[src/include/mlds_pkg.sv]
// Shared constants and types of the motor lock and drive select block
package mlds_pkg;
   // ------------------------------------------------------------------
   // Lock timer counts
   // ------------------------------------------------------------------
   localparam int unsigned DRIVE_COUNTS = 500;
   localparam int unsigned STOP_COUNTS  = 3000;
   localparam int unsigned STOP_RATIO   = 6;
   localparam int unsigned CNT_W        = 12;

   // ------------------------------------------------------------------
   // Hall frequency limits, in reference clock cycles of one hall period
   // ------------------------------------------------------------------
   localparam int unsigned CLK_HZ      = 200_000_000;
   localparam int unsigned FWD_LIM_HZ  = 1;
   localparam int unsigned REV_LIM_HZ  = 5;
   localparam int unsigned PER_W       = 32;
   localparam logic [PER_W-1:0] FWD_LIM_CYC = PER_W'(CLK_HZ / FWD_LIM_HZ);
   localparam logic [PER_W-1:0] REV_LIM_CYC = PER_W'(CLK_HZ / REV_LIM_HZ);

   // ------------------------------------------------------------------
   // Types
   // ------------------------------------------------------------------
   typedef enum logic [1:0] {MLDS_SQUARE_120, MLDS_WIDE_150, MLDS_SINE_180} mlds_mode_t;
   typedef enum logic [1:0] {MLDS_IDLE, MLDS_DRIVE, MLDS_STOP} mlds_lock_t;
endpackage

[src/logic/mlds_top.sv]
// Motor lock detection, drive method selection and output gating
// Overview of operation
// - Lock cycle: drive then six-times stop
// - Drive count starts above start threshold
// - Forward at 1 Hz or less is lock
// - Reverse at 5 Hz or less is lock
// - All drive off during stop
// - Command at disable resets counter, leaves stop
// - Drive 500, stop 3000 timer periods
// - No bootstrap refresh during stop
// - Open timer pin forces stop, drive off
// - Grounded timer pin disables lock detection
// - High-side supply fall blocks high side
// - Overtemp holds outputs off until recovery
// - Reverse or slow forward uses square wave
// - Fast forward: style picks wide or sine
// - Lead angle zero when slow or reverse
`timescale 1ns/1ps
module mlds_top
   import mlds_pkg::*;
(
   input  wire logic              i_ref_clk,
   input  wire logic              i_resetn,
   input  wire logic              i_ce,
   input  wire logic              i_cmd_above_start,
   input  wire logic              i_cmd_above_disable,
   input  wire logic              i_rotation_dir_select,
   input  wire logic              i_style_wide,
   input  wire logic              i_lock_timer_osc,
   input  wire logic              i_lock_timer_cap_pin_open,
   input  wire logic              i_lock_timer_cap_pin_gnd,
   input  wire logic              i_high_side_supply_low,
   input  wire logic              i_overtemp_shutdown,
   input  wire logic              i_overtemp_recovered,
   input  wire logic [PER_W-1:0]  i_hall_period,
   input  wire logic              i_hall_reverse,
   output logic                   o_drive_enable,
   output logic                   o_high_side_enable,
   output logic                   o_refresh_allow,
   output logic                   o_lead_angle_zero,
   output mlds_mode_t             o_drive_mode,
   output logic                   o_lock_stop,
   output logic                   o_lock_drive
);
   import mlds_pkg::*;

   // ------------------------------------------------------------------
   // Input synchronisation
   // ------------------------------------------------------------------
   localparam int unsigned NS = 10;
   logic [NS-1:0] raw_w, syn_w;
   assign raw_w = {i_cmd_above_start, i_cmd_above_disable, i_rotation_dir_select,
                   i_style_wide, i_lock_timer_osc, i_lock_timer_cap_pin_open,
                   i_lock_timer_cap_pin_gnd, i_high_side_supply_low,
                   i_overtemp_shutdown, i_overtemp_recovered};

   mlds_sync #(.W(NS)) u_sync (
      .i_ref_clk (i_ref_clk),
      .i_resetn  (i_resetn),
      .i_ce      (i_ce),
      .i_async   (raw_w),
      .o_sync    (syn_w)
   );

   logic cmd_start_w, cmd_en_w, style_w, osc_w, tr_open_w, tr_gnd_w;
   logic hs_low_w, ot_w, ot_rec_w;
   assign cmd_start_w = syn_w[9];
   assign cmd_en_w    = syn_w[8];
   assign style_w     = syn_w[6];
   assign osc_w       = syn_w[5];
   assign tr_open_w   = syn_w[4];
   assign tr_gnd_w    = syn_w[3];
   assign hs_low_w    = syn_w[2];
   assign ot_w        = syn_w[1];
   assign ot_rec_w    = syn_w[0];

   logic tick_w;
   mlds_timer_tick u_tick (
      .i_ref_clk  (i_ref_clk),
      .i_resetn   (i_resetn),
      .i_ce       (i_ce),
      .i_osc_sync (osc_w),
      .o_tick     (tick_w)
   );

   // ------------------------------------------------------------------
   // Hall speed classification
   // ------------------------------------------------------------------
   // Hall period and reverse flag come from same-clock logic, no sync
   function automatic logic slow_at(input logic [PER_W-1:0] per,
                                    input logic [PER_W-1:0] lim);
      return per >= lim;
   endfunction

   logic fwd_slow_w, rev_slow_w, locked_cond_w;
   assign fwd_slow_w    = slow_at(i_hall_period, FWD_LIM_CYC);
   assign rev_slow_w    = slow_at(i_hall_period, REV_LIM_CYC);
   assign locked_cond_w = i_hall_reverse ? rev_slow_w : fwd_slow_w;

   // ------------------------------------------------------------------
   // State
   // ------------------------------------------------------------------
   typedef struct packed {
      mlds_lock_t       lock;
      logic [CNT_W-1:0] cnt;
      logic             ot_latch;
      logic             drive_en;
      logic             hs_en;
      logic             refresh;
      logic             la_zero;
      mlds_mode_t       mode;
      logic             stop;
      logic             ldrive;
   } mlds_state_t;
   mlds_state_t st_q, st_d;

   localparam logic [CNT_W-1:0] DRV_LAST = CNT_W'(DRIVE_COUNTS - 1);
   localparam logic [CNT_W-1:0] STP_LAST = CNT_W'(STOP_COUNTS - 1);

   always_comb begin
      logic stop_now;
      logic off_all;
      stop_now = 1'b0;
      off_all  = 1'b0;
      st_d = st_q;
      if (i_ce) begin
         // Lock cycle sequencer
         // Disable wins over everything: a dropped command must always restart clean
         // A grounded timer pin never oscillates, so the count could never finish
         if (!cmd_en_w) begin
            st_d.lock = MLDS_IDLE;
            st_d.cnt  = '0;
         end else if (tr_gnd_w) begin
            st_d.lock = MLDS_IDLE;
            st_d.cnt  = '0;
         end else begin
            unique case (st_q.lock)
               MLDS_IDLE: begin
                  if (cmd_start_w && locked_cond_w) begin
                     st_d.lock = MLDS_DRIVE;
                     st_d.cnt  = '0;
                  end
               end
               MLDS_DRIVE: begin
                  if (!cmd_start_w || !locked_cond_w) begin
                     st_d.lock = MLDS_IDLE;
                     st_d.cnt  = '0;
                  end else if (tick_w) begin
                     if (st_q.cnt == DRV_LAST) begin
                        st_d.lock = MLDS_STOP;
                        st_d.cnt  = '0;
                     end else begin
                        st_d.cnt = st_q.cnt + 1'b1;
                     end
                  end
               end
               MLDS_STOP: begin
                  // Stop is only left by the count, a command drop or a grounded timer pin
                  if (tick_w) begin
                     if (st_q.cnt == STP_LAST) begin
                        st_d.lock = MLDS_DRIVE;
                        st_d.cnt  = '0;
                     end else begin
                        st_d.cnt = st_q.cnt + 1'b1;
                     end
                  end
               end
               default: begin
                  st_d.lock = MLDS_IDLE;
                  st_d.cnt  = '0;
               end
            endcase
         end

         // Overtemp latch clears only at the hysteresis recovery point
         if (ot_w) begin
            st_d.ot_latch = 1'b1;
         end else if (ot_rec_w) begin
            st_d.ot_latch = 1'b0;
         end

         stop_now = (st_d.lock == MLDS_STOP) || (tr_open_w && !tr_gnd_w);
         off_all  = stop_now || st_d.ot_latch || ot_w || !cmd_en_w;

         st_d.drive_en = !off_all;
         st_d.hs_en    = !off_all && !hs_low_w;
         st_d.refresh  = cmd_en_w && !stop_now && !st_d.ot_latch;
         st_d.stop     = stop_now;
         st_d.ldrive   = (st_d.lock == MLDS_DRIVE);

         // Drive method selection
         // Uses the raw hall inputs: they are already on this clock
         if (i_hall_reverse || fwd_slow_w) begin
            st_d.mode = MLDS_SQUARE_120;
         end else if (style_w) begin
            st_d.mode = MLDS_WIDE_150;
         end else begin
            st_d.mode = MLDS_SINE_180;
         end
         st_d.la_zero = i_hall_reverse || fwd_slow_w;
      end
   end

   always_ff @(posedge i_ref_clk or negedge i_resetn) begin
      if (!i_resetn) begin
         st_q <= '{lock: MLDS_IDLE, mode: MLDS_SQUARE_120, la_zero: 1'b1, default: '0};
      end else begin
         st_q <= st_d;
      end
   end

   assign o_drive_enable     = st_q.drive_en;
   assign o_high_side_enable = st_q.hs_en;
   assign o_refresh_allow    = st_q.refresh;
   assign o_lead_angle_zero  = st_q.la_zero;
   assign o_drive_mode       = st_q.mode;
   assign o_lock_stop        = st_q.stop;
   assign o_lock_drive       = st_q.ldrive;
endmodule // mlds_top

[src/logic/mlds_sync.sv]
// Two flip-flop synchroniser for a bus of pin levels
`timescale 1ns/1ps
module mlds_sync #(
   parameter int unsigned W = 1
) (
   input  wire logic         i_ref_clk,
   input  wire logic         i_resetn,
   input  wire logic         i_ce,
   input  wire logic [W-1:0] i_async,
   output logic      [W-1:0] o_sync
);
   typedef struct packed {
      logic [W-1:0] s1;
      logic [W-1:0] s2;
   } mlds_sync_t;
   mlds_sync_t st_q, st_d;

   always_comb begin
      st_d = st_q;
      if (i_ce) begin
         st_d.s1 = i_async;
         st_d.s2 = st_q.s1;
      end
   end

   always_ff @(posedge i_ref_clk or negedge i_resetn) begin
      if (!i_resetn) begin
         st_q <= '0;
      end else begin
         st_q <= st_d;
      end
   end

   assign o_sync = st_q.s2;
endmodule // mlds_sync

[src/logic/mlds_timer_tick.sv]
// Edge detector that turns the lock timer oscillator level into one-cycle ticks
`timescale 1ns/1ps
module mlds_timer_tick (
   input  wire logic i_ref_clk,
   input  wire logic i_resetn,
   input  wire logic i_ce,
   input  wire logic i_osc_sync,
   output logic      o_tick
);
   typedef struct packed {
      logic prev;
      logic tick;
   } mlds_tick_t;
   mlds_tick_t st_q, st_d;

   // One tick per full oscillator period: rising edges only
   always_comb begin
      st_d = st_q;
      if (i_ce) begin
         st_d.prev = i_osc_sync;
         st_d.tick = i_osc_sync & ~st_q.prev;
      end else begin
         st_d.tick = 1'b0;
      end
   end

   always_ff @(posedge i_ref_clk or negedge i_resetn) begin
      if (!i_resetn) begin
         st_q <= '0;
      end else begin
         st_q <= st_d;
      end
   end

   assign o_tick = st_q.tick;
endmodule // mlds_timer_tick

[config.mk]
export PLATFORM = sky130hd
export DESIGN_NAME = mlds_top
export DESIGN_NICKNAME = d
export VERILOG_FILES = /design/src/include/mlds_pkg.sv /design/src/logic/mlds_top.sv /design/src/logic/mlds_sync.sv /design/src/logic/mlds_timer_tick.sv
export SDC_FILE = /design/constraint.sdc
export NUM_CORES = 1
export LEC_CHECK = 0
export BUFFER_PORTS_ARGS = -buffer_cell sky130_fd_sc_hd__buf_4
export CORE_ASPECT_RATIO = 0.8
export CORE_UTILIZATION = 50
export CTS_BUF_LIST = sky130_fd_sc_hd__clkbuf_8 sky130_fd_sc_hd__clkbuf_16
export CTS_CLUSTER_DIAMETER = 80
export DETAILED_ROUTE_END_ITERATION = 7
export PLACE_DENSITY_LB_ADDON = 0.3
export SLEW_MARGIN = 20
export SYNTH_ARGS = -nofsm -noshare
export SYNTH_HDL_FRONTEND = slang
export SYNTH_HIERARCHICAL = 1
export SYNTH_SLANG_ARGS = --single-unit
[constraint.sdc]
create_clock -name i_ref_clk -period 2.35 [get_ports i_ref_clk]
set_input_delay 0.3525 -clock i_ref_clk [delete_from_list [all_inputs] [get_ports i_ref_clk]]
set_output_delay 0.3525 -clock i_ref_clk [all_outputs]
set_load 0.02 [all_outputs]
### After elaboration in Yosys (flattened, before gate mapping)

Cells that the tools add are included.

* bits in registers: 45
* bits in read-only memories: 0
* bits in latches: 0
* input port bits: 46
* memories kept: 0
* bits in writable memories: 0

* add/sub/neg operators: 1
* mux-type cells: 19
* div/mod/pow operators: 0
* equal/unequal tests: 9
* multipliers: 0
* bitwise gates (word level): 2
* reductions and logical operators: 21
* shift operators: 0
* $lt $le $gt $ge: 2

Operators by type and width (number)
* 14-bit two-way mux: 7
* 14-bit case mux with 3 select lines: 1
* 32-bit by 26-bit >= comparator with 1-bit output, second input constant: 1
* 32-bit by 28-bit >= comparator with 1-bit output, second input constant: 1
* 12-bit two-way mux: 2
* 12-bit by 1-bit adder with 12-bit output, second input constant: 1
* 12-bit == test, second input constant: 1
* 12-bit by 9-bit == test with 1-bit output, second input constant: 1
* 1-bit logical NOT: 8
* 2-bit two-way mux: 4
* 1-bit logical OR: 6
* 6-bit by 5-bit != test with 1-bit output, second input constant: 1
* 1-bit logical AND: 5
* 1-bit two-way mux: 5
* 5-bit by 4-bit != test with 1-bit output, second input constant: 1
* 5-bit != test, second input constant: 1
* 2-bit by 1-bit == test with 1-bit output, second input constant: 2
* 2-bit == test, second input constant: 2
* 4-bit AND reduction: 1
* 2-bit logical NOT: 1
* 1-bit bitwise AND: 1
* 1-bit NOT: 1

### Logic depth before layout (Yosys ltp)

Gate-level depths: netlist of run 1.

* word-level depth: 16
* mapped depth: 8

### Hierarchy

Netlist of run 1, hierarchy kept.

By module, submodules not included
* mlds_top: instances 1, area each 1519.0 µm², seq. area each 576.8 µm², cells each 174
* mlds_sync: instances 1, area each 898.4 µm², seq. area each 500.5 µm², cells each 52
* mlds_timer_tick: instances 1, area each 75.1 µm², seq. area each 50.0 µm², cells each 4

### Least setup slack after synthesis of run 1

OpenSTA, ideal clock, no wires.

* path kind: input to register
* start: input i_hall_period[28]
* end: register st_q[11] (netlist name)
* path slack: -0.112 ns
* stages: 8
* arrival: 2.334 ns
* path buffers: 1
* required time: 2.222 ns
* setup time: 0.128 ns
* cells stage by stage: or4_4 -> or4b_1 -> a41oi_2 -> a221oi_2 -> mux2i_1 -> a21oi_1 -> buf_6 -> o211ai_2

RTL lines
* start, declared: line mlds_top.sv:35 `input wire logic [PER_W-1:0] i_hall_period,`

==> impl_metrics.ini, run 1 <==
[yosys]
syn_nets = 272
synthCells = 225
synth.cell_area_sq_um = 2400
syn_area_per_cell_sq_um = 10.7
ys_warn_count = 6

[cts]
insertion_delay_ns = 0.30
holdBufCountCts = 0
numCtsBuffers = 5
cts_max_level = 2
postCtsSetupBuffers = 0
clockBufferDepth = 2
cts_tree = yes
clkSlewWorstSetupHoldPaths_ns = 0.09
cts-root-buf = clkbuf_8
cts_sinks = 43

[pwr]
power_leakage_nw = 1.32
power_density_nw_per_um2 = 605
power.share.combinational_pct = 16.7
clock_power_share_pct = 34.6
switchingPower_w = 0.000447
seq_power_share_pct = 48.7
cellInternalPower_w = 0.00129
power_w = 0.00173
ir_worst_vdd_mv = 0.424
netSwitchingFraction_pct = 25.8

[cells_and_area]
syn_to_final_growth_pct = 19.3
multiInputGateArea_sq_um = 1120
n_fill_cell = 392
antenna_cells = 0
stdcell_count = 328
design_area_sq_um = 2870
seqCellArea_sq_um = 1080
drive_gt1_share_pct = 37.3
fin_nets = 314

[placed_design]
pre_cts_ws_ns = -0.250
place.port_buffers = 43
place_area_sq_um = 2750
gp_congestion = 0.866
dpl.cell_count = 320
place.detailed.hpwl_um = 3560

[detailed_routing]
viasPerCell = 5.58
drtIter0Drc = 60
postRouteAntennaNets = 0
drc_errors = 0
num_vias = 1831
first_pass_iters = 4
wl_per_cell_um = 14.3
totalWireLength_um = 4680

[die]
num_rows = 22
ios = 54
initial_utilization_pct = 52.3
dieArea_sq_um = 5090
die_w_um = 79.5
core-area_sq_um = 4600
die_h_um = 64.0

[global_route]
busiest_layer = met2
grt_pass1_vias = 1795
grt_use_met2_pct = 33.5
grt.met1_usage_pct = 29.3
grt_pass1_wl_um = 8290
antenna_found_initial = 0
globalRouteMet3Util_pct = 4.29
grt_max_degree = 44
gr-total-overflow = 0
grt_usage_pct = 21.3

[timing]
max_slew_margin_pct = 64.4
whs_ns = 0.0201
worst_pin_slew_ns = 0.534
finClkSkew_ns = 0.00333
layout_min_cycle_time_ns = 2.25
setup_viol = 0
drv_slew = 0
finalCritPeriodShare_pct = 95.6
hold_violations = 0
rsz0062_at_grt = false
worst_slack_ns = 0.103
fmax_mhz = 445

[critical_path]
r2r_start = st_q[11]$_DFFE_PN0P_
timing.critical_path.from = i_hall_period[28]
critPathKind = input pin to register
cp.required_ns = 2.58
cp_max_fo = 6
critPathArrivalTime_ns = 2.48
endpoint_kind = register
cp-start-kind = input pin

[outcome]
status = finished, final reports clean

[worst_hold_path]
min_path_type = input pin to async pin

[run]
drv_cap = 0
==> state kept, by name (all words and copies together), names as in the netlist <==
register	flops
st_q	15
u_sync/o_sync	9
u_sync/st_q	9
o_drive_mode	2
o_drive_enable	1
o_high_side_enable	1
o_lead_angle_zero	1
o_lock_drive	1
o_lock_stop	1
o_refresh_allow	1
u_tick/o_tick	1
u_tick/st_q	1
==> power by group through the flow <==
stage | Combinational (W) | Sequential (W) | Clock [W]
2_1_floorplan | 0.000195 | 0.000858 | 0
3_3_place_gp | 0.000283 | 0.000858 | 0
3_5_place_dp | 0.000292 | 0.000860 | 0
4_1_cts | 0.000292 | 0.000846 | 0.000613
5_1_grt | 0.000317 | 0.000855 | 0.000647
6_report | 0.000289 | 0.000846 | 0.000600
==> layer usage <==
| metal | vias up | share of wire, % | wire length [um] |
|---|---|---|---|
| li1 | 891 | - | - |
| met1 | 902 | 48 | 2270 |
| met2 | 32 | 47 | 2210 |
| met3 | 6 | 3.2 | 148 |
| met4 | 0 | 1.1 | 51 |
| met5 | - | 0 | 0 |
==> worst paths after layout <==
kind | end | slack (ns) | cells after the start
worst max register to register | st_q[20]$_DFFE_PN0P_ | 0.35 | 7
worst max-delay path | st_q[10]$_DFFE_PN0P_ | 0.10 | 9
worst min register to register | o_high_side_enable$_DFFE_PN0P_ | 0.47 | 1
min in group i_ref_clk | u_sync/st_q[11]$_DFFE_PN0P_ | 0.27 | 2
worst min-delay path | st_q[15]$_DFFE_PN0P_ | 0.02 | 1
max in group asynchronous | o_lead_angle_zero$_DFFE_PN1P_ | 1.95 | 1
==> metrics by stage <==
| step | setup TNS (ns) | utilization, % |
|---|---|---|
| final | 0 | 62.4 |
| after global routing | 0 | 62.4 |
| after CTS | 0 | 62.4 |
| after detailed placement | -2.62 | 59.9 |
| after global placement | -2.28 | 59.9 |
| after floorplan | -0.248 | - |
==> area by class of cell <==
class,count,area share [%]
clock buffer,5,2.40
sequential,43,37.6
inverter,20,2.62
timing repair buffer,54,14.1
tap,60,2.62
multi-input combinational,143,39.0
clock inverter,3,1.66
==> repair_timing <==
item                                   4_1_cts  5_1_grt
setup endpoints to repair                    0        2
endpoints found under the hold margin        0        0
gates resized for setup                      0        1
==> layout by cell type (no fill, tap or decap), drive strengths merged, types with 2 or more instances in the layout <==
cell type	n
clkbuf	5
o21ai	9
nand3	22
inv	21
a2111oi	2
nand4	10
a21oi	4
mux2i	2
buf	54
or4	3
nor2	11
mux2	19
nor2b	3
nand3b	2
nor4b	2
nor4	4
and2	2
o211ai	10
o2bb2ai	3
dfrtp	42
nand2	14
==> worst max-delay path, cell delays in order <==
cell	delay [ns]
buf_4	0.11
or4_4	0.52
or4b_1	0.49
a41oi_2	0.22
a221oi_2	0.11
mux2i_1	0.16
a21oi_2	0.15
buf_4	0.19
mux2i_1	0.19
Note: power is estimated with default switching activity, not from simulation.
==> run 2: changes to the inputs <==
==> constraint.sdc (replaced) <==
create_clock -name i_ref_clk -period 2.1 [get_ports i_ref_clk]
set_input_delay 0.315 -clock i_ref_clk [delete_from_list [all_inputs] [get_ports i_ref_clk]]
set_output_delay 0.315 -clock i_ref_clk [all_outputs]
set_load 0.02 [all_outputs]
==> run 2 against run 1 <==
Compared with the run above: the flow now finishes with violations (negative hold slack, negative setup slack); clock skew rose by 0.0072 ns; combinational power increased by 23%; die area did not move; cell count grew 4.3%; largest cell class unchanged; largest power group unchanged.
==> impl_metrics.ini, run 2 (synthesized netlist as in run 1, its figures left out) <==
[cells_and_area]
n_fill_cell = 350
seqCellArea_sq_um = 1080
fin_nets = 328
stdcell_count = 342
final_common_cell = buf_4
regMostFlops = st_q
largest_reg_flops = 15
multiInputGateArea_sq_um = 1190
antenna_cells = 0
postLayoutCoreUtil_pct = 66.8
drive_gt1_share_pct = 44.3
final_cell_mix = 63 x buf_4, 42 x dfrtp_1, 20 x inv_1, 19 x mux2_4, 16 x nand3_1
syn_to_final_growth_pct = 27.7

[outcome]
violations = negative hold slack, negative setup slack
status = finished with violations

[die]
die_h_um = 64.0
num_rows = 22
initial_utilization_pct = 52.3
dieArea_sq_um = 5090
core-area_sq_um = 4600
die_w_um = 79.5
ios = 54

[timing]
worst_pin_slew_ns = 0.588
whs_ns = -0.0139
hold_violations = 19
fmax_mhz = 448
worst_slack_ns = -0.131
setup_viol = 15
finClkSkew_ns = 0.0105
finalCritPeriodShare_pct = 106
drv_slew = 0
max_slew_margin_pct = 60.8
rsz0062_at_grt = true
layout_min_cycle_time_ns = 2.23

[cts]
numCtsBuffers = 5
insertion_delay_ns = 0.31
cts_max_level = 2
holdBufCountCts = 0
cts_sinks = 43
clkSlewWorstSetupHoldPaths_ns = 0.08
cts-root-buf = clkbuf_8
clockBufferDepth = 2
cts_tree = yes

[critical_path]
r2r_end = st_q[20]$_DFFE_PN0P_
critPathCapture = st_q[10]$_DFFE_PN0P_
reg2reg_depth = 7
r2r_setup_slack_ns = 0.08
critPathKind = input pin to register
cp.required_ns = 2.32
cp-start-kind = input pin
endpoint_kind = register
r2r_start = st_q[11]$_DFFE_PN0P_
critPathArrivalTime_ns = 2.45
cp_max_fo = 5
timing.critical_path.from = i_hall_period[28]

[worst_hold_path]
min_path_type = input pin to async pin

[global_route]
antenna_found_initial = 0
gr-total-overflow = 0
grt_pass1_vias = 1770
grt_pass1_wl_um = 8270
grt_usage_pct = 21.5
grt_max_degree = 44

[placed_design]
place.port_buffers = 43
gp_congestion = 0.772
dpl.cell_count = 333
place.detailed.hpwl_um = 3480

[detailed_routing]
totalWireLength_um = 5100
num_vias = 1869
drc_errors = 0
wl_per_cell_um = 14.9
drtIter0Drc = 102
viasPerCell = 5.46
postRouteAntennaNets = 0
first_pass_iters = 4

[pwr]
ir_worst_vdd_mv = 0.461
power_density_nw_per_um2 = 643
power_leakage_nw = 1.41

[run]
drv_cap = 0
==> run 2: cell types whose count changed in the layout (fill, tap and decap cells not counted), sizes merged <==
cell / before / now
buf: 54 / 68
clkinv: 1 / 0
clkinvlp: 0 / 1
==> run 2: repair_timing <==
item | in CTS | in global routing
gates resized for setup | 12 | 6
setup buffers | 1 | 0
setup endpoints to repair | 16 | 18
pin swaps | 2 | 1
==> run 2: per-layer routing <==
metal	vias up	GRT usage, %	part of all wire, %
li1	918	-	-
met1	915	29.7	46
met2	32	33.0	49
met3	4	4.71	3.4
met4	0	8.18	1.0
met5	-	0	0
==> run 2: power by group <==
group	switching [W]	internal [W]
combinational	0.000154	0.000202
sequential	0.0000530	0.000897
clock	0.000311	0.000359
==> run 2: cell type report <==
class                      count  area share (%)
sequential                    43            35.1
multi-input combinational    143            38.8
clock buffer                   5            2.24
timing repair buffer          68            17.5
tap                           60            2.44
clock inverter                 3            1.51
inverter                      20            2.44
==> run 2: stage by stage <==
stage          setup slack, ns  total power (W)  setup TNS [ns]  hold WS, ns  cell area (sq um)
3_3_place_gp            -0.405          0.00129           -6.13        0.332               2870
2_1_floorplan           -0.240          0.00118           -2.70       0.0194               2420
4_1_cts                -0.0860          0.00198          -0.634      0.00226               3030
3_5_place_dp            -0.449          0.00130           -6.74        0.333               2870
6_report                -0.131          0.00197           -1.06      -0.0139               3070
5_1_grt                 -0.186          0.00206           -2.31       0.0264               3070
==> run 2: how the worst min path moves through the flow <==
stage	start	endpoint	depth (start not counted)
final	i_resetn	st_q[14]$_DFFE_PN0P_	1
after global routing	i_resetn	st_q[14]$_DFFE_PN0P_	1
after CTS	i_resetn	st_q[14]$_DFFE_PN0P_	1
after detailed placement	i_resetn	st_q[14]$_DFFE_PN0P_	1
after global placement	i_resetn	st_q[14]$_DFFE_PN0P_	1
after floorplan	i_resetn	o_drive_enable$_DFFE_PN0P_	0
==> run 2: critical path: stages <==
cell	delay [ns]
buf_6	0.09
or4_4	0.53
or4b_4	0.51
a41oi_4	0.21
a221oi_2	0.10
mux2i_1	0.16
a21oi_2	0.18
buf_6	0.15
mux2i_1	0.20
